===== config.mk =====
export PLATFORM = sky130hd
export DESIGN_NAME = otg_status_token
export DESIGN_NICKNAME = d
export VERILOG_FILES = /design/src/hdl/otg_stat_pkg.sv /design/src/hdl/otg_status_token.sv /design/src/hdl/line_stable_timer.sv
export SDC_FILE = /design/constraint.sdc
export NUM_CORES = 1
export LEC_CHECK = 0
export BUFFER_PORTS_ARGS = -buffer_cell sky130_fd_sc_hd__buf_2
export CAP_MARGIN = 40
export CORE_MARGIN = 4
export CORE_UTILIZATION = 52
export DETAILED_ROUTE_END_ITERATION = 7
export PLACE_DENSITY = 0.86
export SLEW_MARGIN = 20
export SYNTH_ARGS = -nofsm -noshare
export SYNTH_HDL_FRONTEND = slang
export SYNTH_SLANG_ARGS = --single-unit

===== constraint.sdc =====
create_clock -name I_CLK -period 3.1 [get_ports I_CLK]
set_input_delay 0.31 -clock I_CLK [delete_from_list [all_inputs] [get_ports I_CLK]]
set_output_delay 0.31 -clock I_CLK [all_outputs]
set_load 0.03 [all_outputs]

===== src/hdl/otg_stat_pkg.sv =====
// constants, types and register map of the otg status and token block
package otg_stat_pkg;
	localparam int unsigned CLK_HZ = 125000000;
	localparam int unsigned STABLE_TIME_US = 1000;
	localparam int unsigned STABLE_CYCLES = (CLK_HZ / 1000000) * STABLE_TIME_US;
	localparam int unsigned STABLE_CNT_W = 17;

	localparam logic [7:0] ADDR_OTG_STATUS = 8'h00;
	localparam logic [7:0] ADDR_FRAME_HIGH = 8'h04;
	localparam logic [7:0] ADDR_TOKEN_ISSUE = 8'h08;
	localparam logic [7:0] ADDR_IRQ_STATUS = 8'h0C;
	localparam logic [7:0] ADDR_IRQ_ENABLE = 8'h10;
	localparam logic [7:0] ADDR_IRQ_CLEAR = 8'h14;

	localparam int unsigned BIT_ID = 7;
	localparam int unsigned BIT_LSTABLE = 5;
	localparam int unsigned BIT_SESSION = 3;
	localparam int unsigned BIT_BSEND = 2;
	localparam int unsigned BIT_AVBUS = 0;

	localparam int unsigned TOK_PID_LSB = 4;
	localparam logic [3:0] PID_SETUP = 4'hD;
	localparam logic [3:0] PID_IN = 4'h9;
	localparam logic [3:0] PID_OUT = 4'h1;

	localparam int unsigned IRQ_W = 4;
	localparam int unsigned IRQ_ID_CHG = 0;
	localparam int unsigned IRQ_SES_CHG = 1;
	localparam int unsigned IRQ_SOF = 2;
	localparam int unsigned IRQ_TOKEN = 3;
	localparam logic [IRQ_W-1:0] IRQ_RESET = 4'h0;
	localparam logic [31:0] REG_ZERO = 32'h0000_0000;

	typedef struct packed {
		logic [7:0] addr;
		logic [31:0] wdata;
		logic wr;
		logic rd;
	} bus_req_s;

	typedef struct packed {
		logic id_pin;
		logic se0;
		logic j_state;
		logic session_valid;
		logic b_session_end;
		logic a_vbus_valid;
	} line_in_s;
endpackage : otg_stat_pkg


===== src/hdl/otg_status_token.sv =====
// otg status, frame number high and token issue registers
`timescale 1ns/1ns
`default_nettype none
// Behaviour
// - status bit 7 shows cable identity pin: 1 none or B, 0 A cable
// - status bit 5 set only after se0 and j state unchanged for 1 ms
// - status bit 3 shows vbus above session valid threshold
// - status bit 2 shows b role vbus below session valid
// - status bit 0 shows a role vbus valid
// - status flags read only, reset 0; other bits read zero
// - upper three frame number bits captured at bits 2-0 on each sof
// - frame high bits 31-3 read zero; field resets to 0
// - token type field bits 7-4: 1101 setup, 1001 in, 0001 out
// - token bits 31-8 read zero; fields reset to 0
module otg_status_token
	import otg_stat_pkg::*;
(
	// clock and reset
	input wire logic I_CLK,
	input wire logic I_RST,
	// register port
	input wire otg_stat_pkg::bus_req_s I_BUS,
	output logic [31:0] O_RDATA,
	// line and vbus indications
	input wire otg_stat_pkg::line_in_s I_LINE,
	// received sof with its frame number
	input wire logic I_SOF,
	input wire logic [10:0] I_FRAME_NUM,
	// token issued to the transaction engine
	output logic O_TOKEN_GO,
	output logic [3:0] O_TOKEN_PID,
	output logic [3:0] O_TOKEN_EP,
	// interrupt
	output logic O_IRQ
);
	import otg_stat_pkg::*;

	typedef struct packed {
		logic [7:0] status;
		logic [2:0] frame_upper;
		logic [3:0] token_pid;
		logic [3:0] token_ep;
		logic token_go;
		logic [IRQ_W-1:0] irq_stat;
		logic [IRQ_W-1:0] irq_en;
		logic irq;
		logic [31:0] rdata;
	} state_s;

	state_s st_ff;
	state_s nxt_st;
	logic line_stable;

	function automatic logic [31:0] zext8(input logic [7:0] v);
		zext8 = {24'h00_0000, v};
	endfunction : zext8

	line_stable_timer u_stable (
		.i_clk(I_CLK),
		.i_rst(I_RST),
		.i_se0(I_LINE.se0),
		.i_j_state(I_LINE.j_state),
		.o_stable(line_stable)
	);

	always_comb begin
		logic [IRQ_W-1:0] ev;
		ev = '0;
		nxt_st = st_ff;
		nxt_st.token_go = 1'b0;
		nxt_st.status = 8'h00;
		nxt_st.status[BIT_ID] = I_LINE.id_pin;
		nxt_st.status[BIT_LSTABLE] = line_stable;
		nxt_st.status[BIT_SESSION] = I_LINE.session_valid;
		nxt_st.status[BIT_BSEND] = I_LINE.b_session_end;
		nxt_st.status[BIT_AVBUS] = I_LINE.a_vbus_valid;
		if (I_SOF) begin
			nxt_st.frame_upper = I_FRAME_NUM[10:8];
		end
		if (I_BUS.wr && I_BUS.addr == ADDR_TOKEN_ISSUE) begin
			nxt_st.token_pid = I_BUS.wdata[TOK_PID_LSB +: 4];
			nxt_st.token_ep = I_BUS.wdata[3:0];
			nxt_st.token_go = 1'b1;
		end
		if (I_BUS.wr && I_BUS.addr == ADDR_IRQ_ENABLE) begin
			nxt_st.irq_en = I_BUS.wdata[IRQ_W-1:0];
		end
		ev[IRQ_ID_CHG] = nxt_st.status[BIT_ID] != st_ff.status[BIT_ID];
		ev[IRQ_SES_CHG] = nxt_st.status[BIT_SESSION] != st_ff.status[BIT_SESSION];
		ev[IRQ_SOF] = I_SOF;
		ev[IRQ_TOKEN] = nxt_st.token_go;
		if (I_BUS.wr && I_BUS.addr == ADDR_IRQ_CLEAR) begin
			nxt_st.irq_stat = st_ff.irq_stat & ~I_BUS.wdata[IRQ_W-1:0];
		end
		nxt_st.irq_stat = nxt_st.irq_stat | ev;
		nxt_st.irq = |(nxt_st.irq_stat & nxt_st.irq_en);
		nxt_st.rdata = REG_ZERO;
		if (I_BUS.rd) begin
			unique case (I_BUS.addr)
				ADDR_OTG_STATUS: nxt_st.rdata = zext8(st_ff.status);
				ADDR_FRAME_HIGH: nxt_st.rdata = zext8({5'h00, st_ff.frame_upper});
				ADDR_TOKEN_ISSUE: nxt_st.rdata = zext8({st_ff.token_pid, st_ff.token_ep});
				ADDR_IRQ_STATUS: nxt_st.rdata = zext8({4'h0, st_ff.irq_stat});
				ADDR_IRQ_ENABLE: nxt_st.rdata = zext8({4'h0, st_ff.irq_en});
				default: nxt_st.rdata = REG_ZERO;
			endcase
		end
	end

	always_ff @(posedge I_CLK) begin
		if (I_RST) begin
			st_ff <= '0;
		end else begin
			st_ff <= nxt_st;
		end
	end

	assign O_RDATA = st_ff.rdata;
	assign O_TOKEN_GO = st_ff.token_go;
	assign O_TOKEN_PID = st_ff.token_pid;
	assign O_TOKEN_EP = st_ff.token_ep;
	assign O_IRQ = st_ff.irq;

	a_id_follows_pin: assert property (@(posedge I_CLK) disable iff (I_RST)
		I_BUS.rd && I_BUS.addr == ADDR_OTG_STATUS ##1 !$past(I_RST, 2)
		|-> O_RDATA[BIT_ID] == $past(I_LINE.id_pin, 2))
		else $error("id bit does not follow the pin");
	a_stable_read: assert property (@(posedge I_CLK) disable iff (I_RST)
		I_BUS.rd && I_BUS.addr == ADDR_OTG_STATUS && !$past(I_RST)
		|=> O_RDATA[BIT_LSTABLE] == $past(line_stable, 2))
		else $error("stable flag read differs from the timer");
	a_session_bit: assert property (@(posedge I_CLK) disable iff (I_RST)
		##2 st_ff.status[BIT_SESSION] == $past(I_LINE.session_valid, 1))
		else $error("session valid bit wrong");
	a_bsend_bit: assert property (@(posedge I_CLK) disable iff (I_RST)
		##2 st_ff.status[BIT_BSEND] == $past(I_LINE.b_session_end, 1))
		else $error("b session end bit wrong");
	a_avbus_bit: assert property (@(posedge I_CLK) disable iff (I_RST)
		##2 st_ff.status[BIT_AVBUS] == $past(I_LINE.a_vbus_valid, 1))
		else $error("a vbus valid bit wrong");
	a_status_zeros: assert property (@(posedge I_CLK) disable iff (I_RST)
		(O_RDATA[31:8] == 24'h00_0000) && !O_RDATA[6] && !O_RDATA[4] && !O_RDATA[1]
		|| $past(I_BUS.addr) != ADDR_OTG_STATUS)
		else $error("unimplemented status bit set");
	a_sof_capture: assert property (@(posedge I_CLK) disable iff (I_RST)
		I_SOF |=> st_ff.frame_upper == $past(I_FRAME_NUM[10:8]))
		else $error("frame upper not captured on sof");
	a_frame_zeros: assert property (@(posedge I_CLK) disable iff (I_RST)
		$past(I_BUS.rd) && $past(I_BUS.addr) == ADDR_FRAME_HIGH |-> O_RDATA[31:3] == '0)
		else $error("frame high upper bits set");
	a_token_write: assert property (@(posedge I_CLK) disable iff (I_RST)
		I_BUS.wr && I_BUS.addr == ADDR_TOKEN_ISSUE
		|=> O_TOKEN_GO && O_TOKEN_PID == $past(I_BUS.wdata[7:4]))
		else $error("token write not taken");
	a_token_zeros: assert property (@(posedge I_CLK) disable iff (I_RST)
		$past(I_BUS.rd) && $past(I_BUS.addr) == ADDR_TOKEN_ISSUE |-> O_RDATA[31:8] == '0)
		else $error("token upper bits set");
	a_irq_level: assert property (@(posedge I_CLK) disable iff (I_RST)
		O_IRQ == |(st_ff.irq_stat & st_ff.irq_en))
		else $error("irq level wrong");
	a_token_ep_write: assert property (@(posedge I_CLK) disable iff (I_RST)
		I_BUS.wr && I_BUS.addr == ADDR_TOKEN_ISSUE
		|=> O_TOKEN_EP == $past(I_BUS.wdata[3:0]))
		else $error("token endpoint not taken");
	a_token_hold: assert property (@(posedge I_CLK) disable iff (I_RST)
		!(I_BUS.wr && I_BUS.addr == ADDR_TOKEN_ISSUE)
		|=> $stable(O_TOKEN_PID) && $stable(O_TOKEN_EP))
		else $error("token fields changed without a write");
	a_token_read: assert property (@(posedge I_CLK) disable iff (I_RST)
		I_BUS.rd && I_BUS.addr == ADDR_TOKEN_ISSUE
		|=> O_RDATA[7:0] == $past({O_TOKEN_PID, O_TOKEN_EP}))
		else $error("token read differs from the stored fields");
	a_go_only_write: assert property (@(posedge I_CLK) disable iff (I_RST)
		O_TOKEN_GO |-> $past(I_BUS.wr && I_BUS.addr == ADDR_TOKEN_ISSUE))
		else $error("token pulse without a token write");
	a_frame_read: assert property (@(posedge I_CLK) disable iff (I_RST)
		I_BUS.rd && I_BUS.addr == ADDR_FRAME_HIGH
		|=> O_RDATA[2:0] == $past(st_ff.frame_upper))
		else $error("frame upper read differs from the captured field");
	a_frame_hold: assert property (@(posedge I_CLK) disable iff (I_RST)
		!I_SOF |=> $stable(st_ff.frame_upper))
		else $error("frame upper changed without sof");
	a_rdata_idle: assert property (@(posedge I_CLK) disable iff (I_RST)
		!I_BUS.rd |=> O_RDATA == REG_ZERO)
		else $error("read data not zero outside a read");
	a_sof_flag_set: assert property (@(posedge I_CLK) disable iff (I_RST)
		I_SOF |=> st_ff.irq_stat[IRQ_SOF])
		else $error("sof did not set its status flag");
	a_token_flag_set: assert property (@(posedge I_CLK) disable iff (I_RST)
		I_BUS.wr && I_BUS.addr == ADDR_TOKEN_ISSUE |=> st_ff.irq_stat[IRQ_TOKEN])
		else $error("token write did not set its status flag");
	a_token_flag_clr: assert property (@(posedge I_CLK) disable iff (I_RST)
		I_BUS.wr && I_BUS.addr == ADDR_IRQ_CLEAR && I_BUS.wdata[IRQ_TOKEN]
		|=> !st_ff.irq_stat[IRQ_TOKEN])
		else $error("token status flag survived its clear");
	a_id_flag_set: assert property (@(posedge I_CLK) disable iff (I_RST)
		!$past(I_RST) && st_ff.status[BIT_ID] != $past(st_ff.status[BIT_ID])
		|-> st_ff.irq_stat[IRQ_ID_CHG])
		else $error("id change did not set its status flag");
	a_ses_flag_set: assert property (@(posedge I_CLK) disable iff (I_RST)
		!$past(I_RST) && st_ff.status[BIT_SESSION] != $past(st_ff.status[BIT_SESSION])
		|-> st_ff.irq_stat[IRQ_SES_CHG])
		else $error("session change did not set its status flag");
	a_reset_clean: assert property (@(posedge I_CLK)
		$fell(I_RST) |-> O_RDATA == REG_ZERO && !O_TOKEN_GO && !O_IRQ
		&& O_TOKEN_PID == 4'h0 && O_TOKEN_EP == 4'h0
		&& st_ff.status == 8'h00 && st_ff.frame_upper == 3'h0)
		else $error("state not cleared by reset");

	c_sof_seen: cover property (@(posedge I_CLK) I_SOF);
	c_token_setup: cover property (@(posedge I_CLK) O_TOKEN_GO && O_TOKEN_PID == PID_SETUP);
	c_line_stable: cover property (@(posedge I_CLK) $rose(line_stable));
	c_irq_raised: cover property (@(posedge I_CLK) $rose(O_IRQ));
endmodule : otg_status_token
`default_nettype wire


===== src/hdl/line_stable_timer.sv =====
// watches se0 and j state and flags them stable after a full interval
`timescale 1ns/1ns
`default_nettype none
module line_stable_timer
	import otg_stat_pkg::*;
(
	// clock and reset
	input wire logic i_clk,
	input wire logic i_rst,
	// line indications
	input wire logic i_se0,
	input wire logic i_j_state,
	// result
	output logic o_stable
);
	typedef struct packed {
		logic [1:0] last;
		logic [STABLE_CNT_W-1:0] cnt;
		logic stable;
	} tmr_s;

	localparam logic [STABLE_CNT_W-1:0] CNT_END = STABLE_CNT_W'(STABLE_CYCLES - 1);

	tmr_s st_ff;
	tmr_s nxt_st;

	always_comb begin
		nxt_st = st_ff;
		nxt_st.last = {i_se0, i_j_state};
		if (nxt_st.last != st_ff.last) begin
			nxt_st.cnt = '0;
			nxt_st.stable = 1'b0;
		end else if (st_ff.cnt == CNT_END) begin
			nxt_st.stable = 1'b1;
		end else begin
			nxt_st.cnt = st_ff.cnt + 1'b1;
		end
	end

	always_ff @(posedge i_clk) begin
		if (i_rst) begin
			st_ff <= '0;
		end else begin
			st_ff <= nxt_st;
		end
	end

	assign o_stable = st_ff.stable;

	a_change_clears: assert property (@(posedge i_clk) disable iff (i_rst)
		({i_se0, i_j_state} != st_ff.last) |=> !o_stable)
		else $error("stable flag survived a line change");
endmodule : line_stable_timer
`default_nettype wire


==> results of run 1 <==
path summary, 6_finish.rpt:
check / cells past startpoint / end / slack (ps)
max: 5 / u_stable.st_ff[3] / 1190
min: 2 / st_ff[55] / 210
max reg2reg: 5 / u_stable.st_ff[3] / 1190
min reg2reg: 2 / st_ff[58] / 440
layout make-up:
class	count	area (sq um)
multi-input cells	201	1201
fillers	448	2032
inverters	4	15.01
clock inverters	1	5.005
flip-flops and latches	54	1081
clock buffers	7	86.33
well taps	67	83.83
repair buffers	49	250.2
flip-flops by register name (all words and copies together) (netlist names):
register           count
O_IRQ                  1
O_RDATA                8
O_TOKEN_EP             4
O_TOKEN_GO             1
O_TOKEN_PID            4
st_ff                 16
u_stable.o_stable      1
u_stable.st_ff        19
metal layers:
layer,vias up,routed length [microns]
met5,-,0
met4,0,74
met3,7,394
met2,82,2274
met1,871,2203
li1,961,-
logic make-up after synthesis:
logic type | after synthesis | synth area share [%]
DFF | 54 | 42.21
adders and majority gates | 1 | 0.4884
other | 1 | 0.1464
muxes | 15 | 6.058
and+or+nand+nor | 107 | 21.25
xor gates and xnor gates | 17 | 5.814
buffers and inverters | 53 | 14.26
AOI/OAI and AO/OA | 37 | 9.771
cell usage after synthesis (all sizes together) (5+ instances only):
| cell type | instances |
|---|---|
| a21oi | 17 |
| and3 | 5 |
| buf | 43 |
| clkbuf | 6 |
| dfxtp | 54 |
| mux2i | 11 |
| nand2 | 25 |
| nand3 | 15 |
| nor2 | 29 |
| nor2b | 8 |
| nor3 | 8 |
| o21a | 5 |
| xnor2 | 8 |
| xor2 | 9 |
where the power goes:
| group | switching (uW) | internal, uW | leakage, uW |
|---|---|---|---|
| Clock | 216 | 181 | 0.0000482 |
| Combinational | 81.6 | 33.5 | 0.000644 |
| Sequential | 6.24 | 704 | 0.000438 |
worst reg2reg max path, stage by stage (launching register included):
cell and delay [ps]:
dfxtp_1 340, or4b_2 670, nor3_1 160, nand4_1 270, a21bo_2 290, a21oi_1 100
per-stage QoR:
step                      power, uW  util (%)  instance area [sq um]
after floorplan               830.3         -                   2648
after global placement        837.4     55.34                   2631
after detailed placement      840.3     55.34                   2631
after CTS                      1228     57.26                   2723
after global routing           1268     57.26                   2723
final                          1222     57.26                   2723
==> impl_results.md, run 1 <==
- Vias in the first global route: 1783
- Share of the synthesized area in the top cell type: between 40% and 50%
- Final hold violations: 0
- First-pass GRT wire length: 8.045 mm
- Boundary Pins: 104
- Ys flop type: dfxtp_1
- Setup TNS: 0 ps
- Worst R2R Start: u_stable.st_ff[10]
- Startpoint type of the worst setup path: flip-flop
- Worst hold path type: in2reg
- I/O Buffers: 47
- Layout area overhead: 6.302%
- # placed instances: 375
- Clock Latency Late Sink: ~300 ps
- Crit path buffers/inverters: 0
- Worst path required time: about 3300 ps
- Slew Limit Fails: 0
- Hold_sp: I_LINE[1]
- Dpl ws: about 960 ps
- GPL Wtd Cong: 0.8418
- # Post-CTS Setup Buffers: 0
- PnR worst setup slack: 1192 ps
- Synth warn: 0
- WL final: 4.946 mm
- FP Rows: 25
- DP HPWL: 3.694 mm
- Unrepaired setup endpoints after global routing: no
- Max-Cap Viols: 0
- CP endpoint kind: flip-flop
- Dominant cells by area after synthesis: dfxtp_1, buf_4, mux2i_1, nor2_1, nand2_1
- Vias/cell: approximately 5
- Ratio of cells with drive above 1 in the final layout: between 20% and 30%
- Global Route met3 Usage: 4.472%
- Maximum buffer depth of the clock tree: 2
- First element of the critical path: u_stable.st_ff[10]
- CTS resizes: 0
- Status: completed
- Max_slew headroom: 56.31%
- Total track usage: 16.48%
- Leakage: 0.001130 uW
- Antenna Violating Nets Remaining: 0
- Antenna diode count: 0
- # hold bufs at CTS: 0
- Starting Density: 53.87%
- Commonest non-fill, non-tap cell in the layout: dfxtp_1
- Worst-path cell chain: or4b_2, nor3_1, nand4_1, a21bo_2, a21oi_1
- Die Wd: 78.18 microns
- Number of flops mapped to enable cells by yosys: 0
- Grt total ovfl: 0
- Top Family by Delay on Critical Path: simple AND/OR/NAND/NOR gates
- Netlist cell types: 41
- Hold_ws: 208.3 ps
- Worst clock skew: 2.442 ps
- GR Util met1: 20.76%
- Num CTS Buffers: 5
- Die Y-Extent: roughly 78 microns
- Fmax: 524.1 MHz
- Wire length per cell: ~13 microns
- CTS clk-pin slew, worst paths: about 90 ps
- Most used cells in the layout excluding fill and tap cells: dfxtp_1, buf_2, nor2_1
- Clock Root Buffer: clkbuf_8
- Critical-path top delay cell: or4b_2
- Placeable Area: 4755 sq um
- Total Die Area: 6112 sq um
- Final period utilization: 61.55%
- CP peak stage delay: around 670 ps
- CP Class: reg2reg
- Least-Margin Pin Slew: 653.5 ps
- Crit-path max FO: 5
- Synth Instances: 285
- Sequential cell area fraction in the yosys report: a little over two fifths
- Finish-stage setup viols: 0
- Fin crit period: 1908 ps
- Global route hottest layer: met2
- Synth area leader: dfxtp_1
- Pwr dens: 448.8 nW/um^2
- Synthesis-stage register bit count: 54
- DR vias: roughly 1900
- Initial antenna violation count: 0
- CTS tree: done
- GR Util met2: 26.54%
- # H-tree levels: 2
- Cell Count, Final, Fillers Out: 383
- 1st-pass router iterations: 4
- Post-Syn Area per Cell: 8.987 sq um
- Async SR Flop Fraction: 0%
- Pin count of the biggest net entering global routing: 26
- CTS Sinks: 54
- Nets@finish: about 380
- Synthesized cell area: between 2000 and 3000 sq um
- IR Drop Worst-Case VDD: 180.0 uV
- DR iter-0 viols: 111
- CP arrival: 2130 ps
- DRC: 0
(Power assumes the default switching activity.)
==> run 2: changes to the inputs <==
--- a/config.mk
+++ b/config.mk
@@ -8,9 +8,9 @@
 export BUFFER_PORTS_ARGS = -buffer_cell sky130_fd_sc_hd__buf_2
 export CAP_MARGIN = 40
 export CORE_MARGIN = 4
-export CORE_UTILIZATION = 52
+export CORE_UTILIZATION = 43
 export DETAILED_ROUTE_END_ITERATION = 7
-export PLACE_DENSITY = 0.86
+export PLACE_DENSITY = 0.76
 export SLEW_MARGIN = 20
 export SYNTH_ARGS = -nofsm -noshare
 export SYNTH_HDL_FRONTEND = slang
==> constraint.sdc (replaced) <==
create_clock -name I_CLK -period 1.75 [get_ports I_CLK]
set_input_delay 0.175 -clock I_CLK [delete_from_list [all_inputs] [get_ports I_CLK]]
set_output_delay 0.175 -clock I_CLK [all_outputs]
set_load 0.03 [all_outputs]
==> impl_results.md, run 2 (same netlist as run 1, synthesis figures left out) <==
- I/O Buffers: 47 (unchanged)
- Critical-path top delay cell: or4b_4 (was or4b_2)
- NetSw: 556.4 uW (was 303.4 uW)
- Slew Limit Fails: 0 (unchanged)
- CP peak stage delay: 550 ps (was 670 ps)
- Cell Count, Final, Fillers Out: 410 (was 383)
- Top Family by Delay on Critical Path: simple AND/OR/NAND/NOR gates (unchanged)
- CTS tree: done (unchanged)
- CP Class: reg2reg (unchanged)
- Final period utilization: 94.04% (was 61.55%)
- CTS Sinks: 54 (unchanged)
- Switching Fraction: 22.37% (was 24.83%)
- DP HPWL: 3.887 mm (was 3.694 mm)
- Startpoint type of the worst setup path: flip-flop (unchanged)
- Status: completed (unchanged)
- Antenna diode count: 0 (unchanged)
- Final hold violations: 0 (unchanged)
- Worst hold path type: in2reg (unchanged)
- Comb power frac: 8.8% (was 9.4%)
- Leakage: 0.001265 uW (was 0.001130 uW)
- Clock Root Buffer: clkbuf_8 (unchanged)
- Wire length per cell: 12.61 microns (was 12.91 microns)
- Nets@finish: 400 (was 378)
- Worst clock skew: 8.399 ps (was 2.442 ps)
- DR vias: 1984 (was 1921)
- Largest register by flop count: u_stable.st_ff (unchanged)
- FF-to-FF setup slack: 100 ps (was 1190 ps)
- Num CTS Buffers: 5 (unchanged)
- Die Y-Extent: 85.18 microns (was 78.18 microns)
- Die Wd: 85.18 microns (was 78.18 microns)
- CTS clk-pin slew, worst paths: 90 ps (about the same)
- Antenna Violating Nets Remaining: 0 (unchanged)
- Fin crit period: 1646 ps (was 1908 ps)
- Placed Area: 2795 sq um (was 2631 sq um)
- Grt total ovfl: 0 (unchanged)
- Max reg flops: 19 (unchanged)
- Clock Latency Late Sink: 300 ps (about the same)
- Unrepaired setup endpoints after global routing: no (unchanged)
- Commonest non-fill, non-tap cell in the layout: dfxtp_1 (unchanged)
- Max-Cap Viols: 0 (unchanged)
- Pin count of the biggest net entering global routing: 24 (was 26)
- IR Drop Worst-Case VDD: 457.8 uV (was 180.0 uV)
- Crit-path max FO: 5 (unchanged)
- Ratio of cells with drive above 1 in the final layout: 27.81% (was 21.84%)
- CP endpoint kind: flip-flop (unchanged)
- Power share of the clock group: 40.6% (was 32.4%)
- First-pass GRT wire length: 8.694 mm (was 8.045 mm)
- Initial antenna violation count: 0 (unchanged)
- Pwr dens: 838.0 nW/um^2 (was 448.8 nW/um^2)
- Total Die Area: 7255 sq um (was 6112 sq um)
- Most used cells in the layout excluding fill and tap cells: dfxtp_1, buf_2, nor2_1 (unchanged)
- Boundary Pins: 104 (unchanged)
- Vias/cell: 4.839 (was 5.016)
- Starting Density: 45.40% (was 53.87%)
- GPL Wtd Cong: 0.8417 (was 0.8418)
- # placed instances: 401 (was 375)
- Fmax: 607.7 MHz (was 524.1 MHz)
- DR iter-0 viols: 93 (was 111)
- Worst path required time: 1990 ps (was 3320 ps)
- Placeable Area: 5642 sq um (was 4755 sq um)
- Flop pwr share: 50.6% (was 58.2%)
- Crit path buffers/inverters: 1 (was 0)
- 1st-pass router iterations: 4 (unchanged)
- Worst-path cell chain: or4b_4, nor3_4, nand4_1, buf_6, a21bo_2, a21oi_2 (was or4b_2, nor3_1, nand4_1, a21bo_2, a21oi_1)
- FP Rows: 27 (was 25)
- Overall power: 2487 uW (was 1222 uW)
- CP arrival: 1890 ps (was 2130 ps)
- Layout area overhead: 15.88% (was 6.302%)
- Design Area, Final: 2968 sq um (was 2723 sq um)
- WL final: 5.171 mm (was 4.946 mm)
- Total track usage: 14.54% (was 16.48%)
- Finish-stage setup viols: 0 (unchanged)
- Internal power: 1931 uW (was 918.5 uW)
- # H-tree levels: 2 (unchanged)
- Vias in the first global route: 1894 (was 1783)
- DRC: 0 (unchanged)
- Maximum buffer depth of the clock tree: 2 (unchanged)
## run 2: stage by stage
step	setup TNS, ps	hold slack, ps	setup slack, ps	utilization [%]
6_report	0	85.78	104.3	52.61
2_1_floorplan	-679.2	246.6	-85.50	-
5_1_grt	0	102.2	35.18	52.61
3_3_place_gp	-1513	385.4	-173.5	49.55
4_1_cts	0	85.95	68.38	52.43
3_5_place_dp	-1801	401.1	-189.9	49.55
## run 2: cell type report
| type | count | area (sq um) |
|---|---|---|
| well taps | 72 | 90.09 |
| flip-flops and latches | 54 | 1081 |
| multi-input cells | 201 | 1220 |
| clock buffers | 6 | 82.58 |
| repair buffers | 71 | 419.2 |
| fillers | 523 | 2674 |
| inverters | 4 | 15.01 |
| clock inverters | 2 | 60.06 |
## run 2: power by group through the flow
stage	combinational, uW	sequential (uW)	clock, uW
CTS	218	1260	1030
global route	239	1260	1070
detailed placement	217	1290	0
floorplan	187	1280	0
finish	219	1260	1010
global placement	215	1290	0
## run 2: path summary, 6_finish.rpt
check                      from                 to  cells after the start
max          u_stable.st_ff[10]  u_stable.st_ff[3]                      6
min reg2reg   u_stable.o_stable          st_ff[58]                      2
max reg2reg  u_stable.st_ff[10]  u_stable.st_ff[3]                      6
min                   I_LINE[1]          st_ff[55]                      2
## run 2: worst register-to-register path, stage by stage (launching register included)
cell	delay, ps
dfxtp_1	320
or4b_4	550
nor3_4	140
nand4_1	110
buf_6	150
a21bo_2	220
a21oi_2	100
## run 2: metal layers
metal	routed length, microns	part of all wire, %	up-vias	global-route usage (%)
li1	-	-	1002	-
met1	2289	44	905	18.87
met2	2457	48	69	24.22
met3	361	7.0	8	3.107
met4	63	1.2	0	4.317
met5	0	0	-	0
## run 2: repair_timing
| item | 4_1_cts | 5_1_grt |
|---|---|---|
| hold buffers | 0 | 0 |
| pin swaps | 2 | 1 |
| gates resized for setup | 3 | 2 |
| hold endpoints to repair | 0 | 0 |
| setup endpoints to repair | 5 | 1 |
| setup buffers | 1 | 0 |
==> run 3: changes to the inputs <==
--- a/config.mk
+++ b/config.mk
@@ -11,6 +11,7 @@
 export CORE_UTILIZATION = 43
 export DETAILED_ROUTE_END_ITERATION = 7
 export PLACE_DENSITY = 0.76
+export SETUP_SLACK_MARGIN = 0.2
 export SLEW_MARGIN = 20
 export SYNTH_ARGS = -nofsm -noshare
 export SYNTH_HDL_FRONTEND = slang
==> impl_results.md, run 3 (same netlist as run 1, synthesis figures left out) <==
- Fin util: 53.87% (was 52.61%)
- Most used cells in the layout excluding fill and tap cells: dfxtp_1, buf_2, nor2_1 (unchanged)
- Placeable Area: 5642 sq um (unchanged)
- Total Die Area: 7255 sq um (unchanged)
- Crit-path max FO: 3 (was 5)
- Grt total ovfl: 0 (unchanged)
- Fmax: 605.5 MHz (was 607.7 MHz)
- Wire length per cell: 13.19 microns (was 12.61 microns)
- FP Rows: 27 (unchanged)
- DP HPWL: 3.958 mm (was 3.887 mm)
- CTS tree: done (unchanged)
- Final hold violations: 0 (unchanged)
- Final period utilization: 94.37% (was 94.04%)
- Nets@finish: 402 (was 400)
- Fin crit period: 1652 ps (was 1646 ps)
- FF-to-FF setup slack: 100 ps (about the same)
- Overall power: 2215 uW (was 2487 uW)
- Boundary Pins: 104 (unchanged)
- Largest register by flop count: u_stable.st_ff (unchanged)
- IR Drop Worst-Case VDD: 416.7 uV (was 457.8 uV)
- RR Endpoint: u_stable.st_ff[2] (was u_stable.st_ff[3])
- Slew Limit Fails: 0 (unchanged)
- # hold bufs at CTS: 0 (unchanged)
- Leakage: 0.001273 uW (was 0.001265 uW)
- Worst clock skew: 9.490 ps (was 8.399 ps)
- 1st-pass router iterations: 4 (unchanged)
- DRC: 0 (unchanged)
- CTS Sinks: 54 (unchanged)
- Ratio of cells with drive above 1 in the final layout: 35.29% (was 27.81%)
- Total track usage: 14.94% (was 14.54%)
- CP Class: reg2reg (unchanged)
- Pwr dens: 728.7 nW/um^2 (was 838.0 nW/um^2)
- # H-tree levels: 2 (unchanged)
- Antenna Violating Nets Remaining: 0 (unchanged)
- Die Wd: 85.18 microns (unchanged)
- Vias in the first global route: 1989 (was 1894)
- First-pass GRT wire length: 8.769 mm (was 8.694 mm)
- Status: completed (unchanged)
- CP endpoint kind: flip-flop (unchanged)
- Dpl ws: -273.4 ps (was -189.9 ps)
- Starting Density: 45.40% (unchanged)
- Startpoint type of the worst setup path: flip-flop (unchanged)
- Clock Root Buffer: clkbuf_8 (unchanged)
- Antenna diode count: 0 (unchanged)
- Hold_ws: 81.96 ps (was 85.78 ps)
- Finish-stage setup viols: 0 (unchanged)
- DR iter-0 viols: 80 (was 93)
- Pin count of the biggest net entering global routing: 24 (unchanged)
- Multi-input logic area: 1299 sq um (was 1220 sq um)
- GPL Wtd Cong: 0.8425 (was 0.8417)
- R2R depth: 6 (unchanged)
- DR vias: 2002 (was 1984)
- Vias/cell: 4.859 (was 4.839)
- WL final: 5.435 mm (was 5.171 mm)
- CTS clk-pin slew, worst paths: 90 ps (about the same)
- Register area: 1085 sq um (was 1081 sq um)
- Unrepaired setup endpoints after global routing: yes (was no)
- Clock Latency Late Sink: 310 ps (was 300 ps)
- Commonest non-fill, non-tap cell in the layout: dfxtp_1 (unchanged)
- Layout area overhead: 18.66% (was 15.88%)
- Max-Cap Viols: 0 (unchanged)
- Worst setup endpoint: u_stable.st_ff[2] (was u_stable.st_ff[3])
- Worst hold path type: in2reg (unchanged)
- CP arrival: 1850 ps (was 1890 ps)
- Fillers: 515 (was 523)
- Initial antenna violation count: 0 (unchanged)
- Max reg flops: 19 (unchanged)
- Num CTS Buffers: 5 (unchanged)
- Worst path required time: 1950 ps (was 1990 ps)
- PnR worst setup slack: 98.47 ps (was 104.3 ps)
- First element of the critical path: u_stable.st_ff[11] (was u_stable.st_ff[10])
- I/O Buffers: 47 (unchanged)
- Worst R2R Start: u_stable.st_ff[11] (was u_stable.st_ff[10])
- Die Y-Extent: 85.18 microns (unchanged)
- Maximum buffer depth of the clock tree: 2 (unchanged)
==> run 3: worst min-delay path by stage <==
stage	startpoint	end	slack (ps)	depth (start not counted)
global placement	I_LINE[1]	st_ff[55]	390	2
finish	I_LINE[0]	st_ff[53]	80	2
CTS	I_LINE[0]	st_ff[53]	60	2
global route	I_LINE[5]	st_ff[60]	90	2
detailed placement	I_LINE[0]	st_ff[53]	390	2
floorplan	I_RST	st_ff[53]	250	1
==> run 3: area by class of cell <==
type,instances,area share (%)
Clock buffer,6,2.717
Clock inverter,2,0.4117
Inverter,4,0.4940
Multi-Input combinational cell,201,42.73
Sequential cell,54,35.69
Tap cell,72,2.964
Timing Repair Buffer,73,14.99
==> run 3: repair_timing <==
item,4_1_cts,5_1_grt
hold endpoints to repair,0,0
setup buffers,1,4
setup endpoints to repair,16,19
pin swaps,21,10
gates resized for setup,11,20
==> run 3: power breakdown <==
group	leakage, uW	switching [uW]	total, uW	internal (uW)
Combinational	0.000786	154	232	78.7
Sequential	0.000440	11.4	1260	1250
Clock	0.0000472	404	723	319
Total	0.00127	569	2210	1650
==> run 3: routing by layer <==
metal | wire length (microns) | vias to the layer above | track usage [%] | share of wire [%]
met4 | 105 | 0 | 7.338 | 1.9
met3 | 354 | 11 | 3.786 | 6.5
met5 | 0 | - | 0 | 0
met1 | 2142 | 915 | 16.57 | 39
li1 | - | 1008 | - | -
met2 | 2833 | 68 | 26.34 | 52
==> run 3: critical path, cell delays in order (launching register included) <==
cell,delay (ps)
dfxtp_2,330
or4b_4,530
nor3_2,140
nand4_1,180
buf_4,200
mux2i_1,130
nor2_1,50
==> run 3: stage by stage <==
step	TNS [ps]	std cells	cell area [sq um]
floorplan	-759.5	308	2669
global placement	-2360	399	2791
detailed placement	-2688	399	2791
CTS	0	408	2933
global route	0	412	3039
finish	0	412	3039
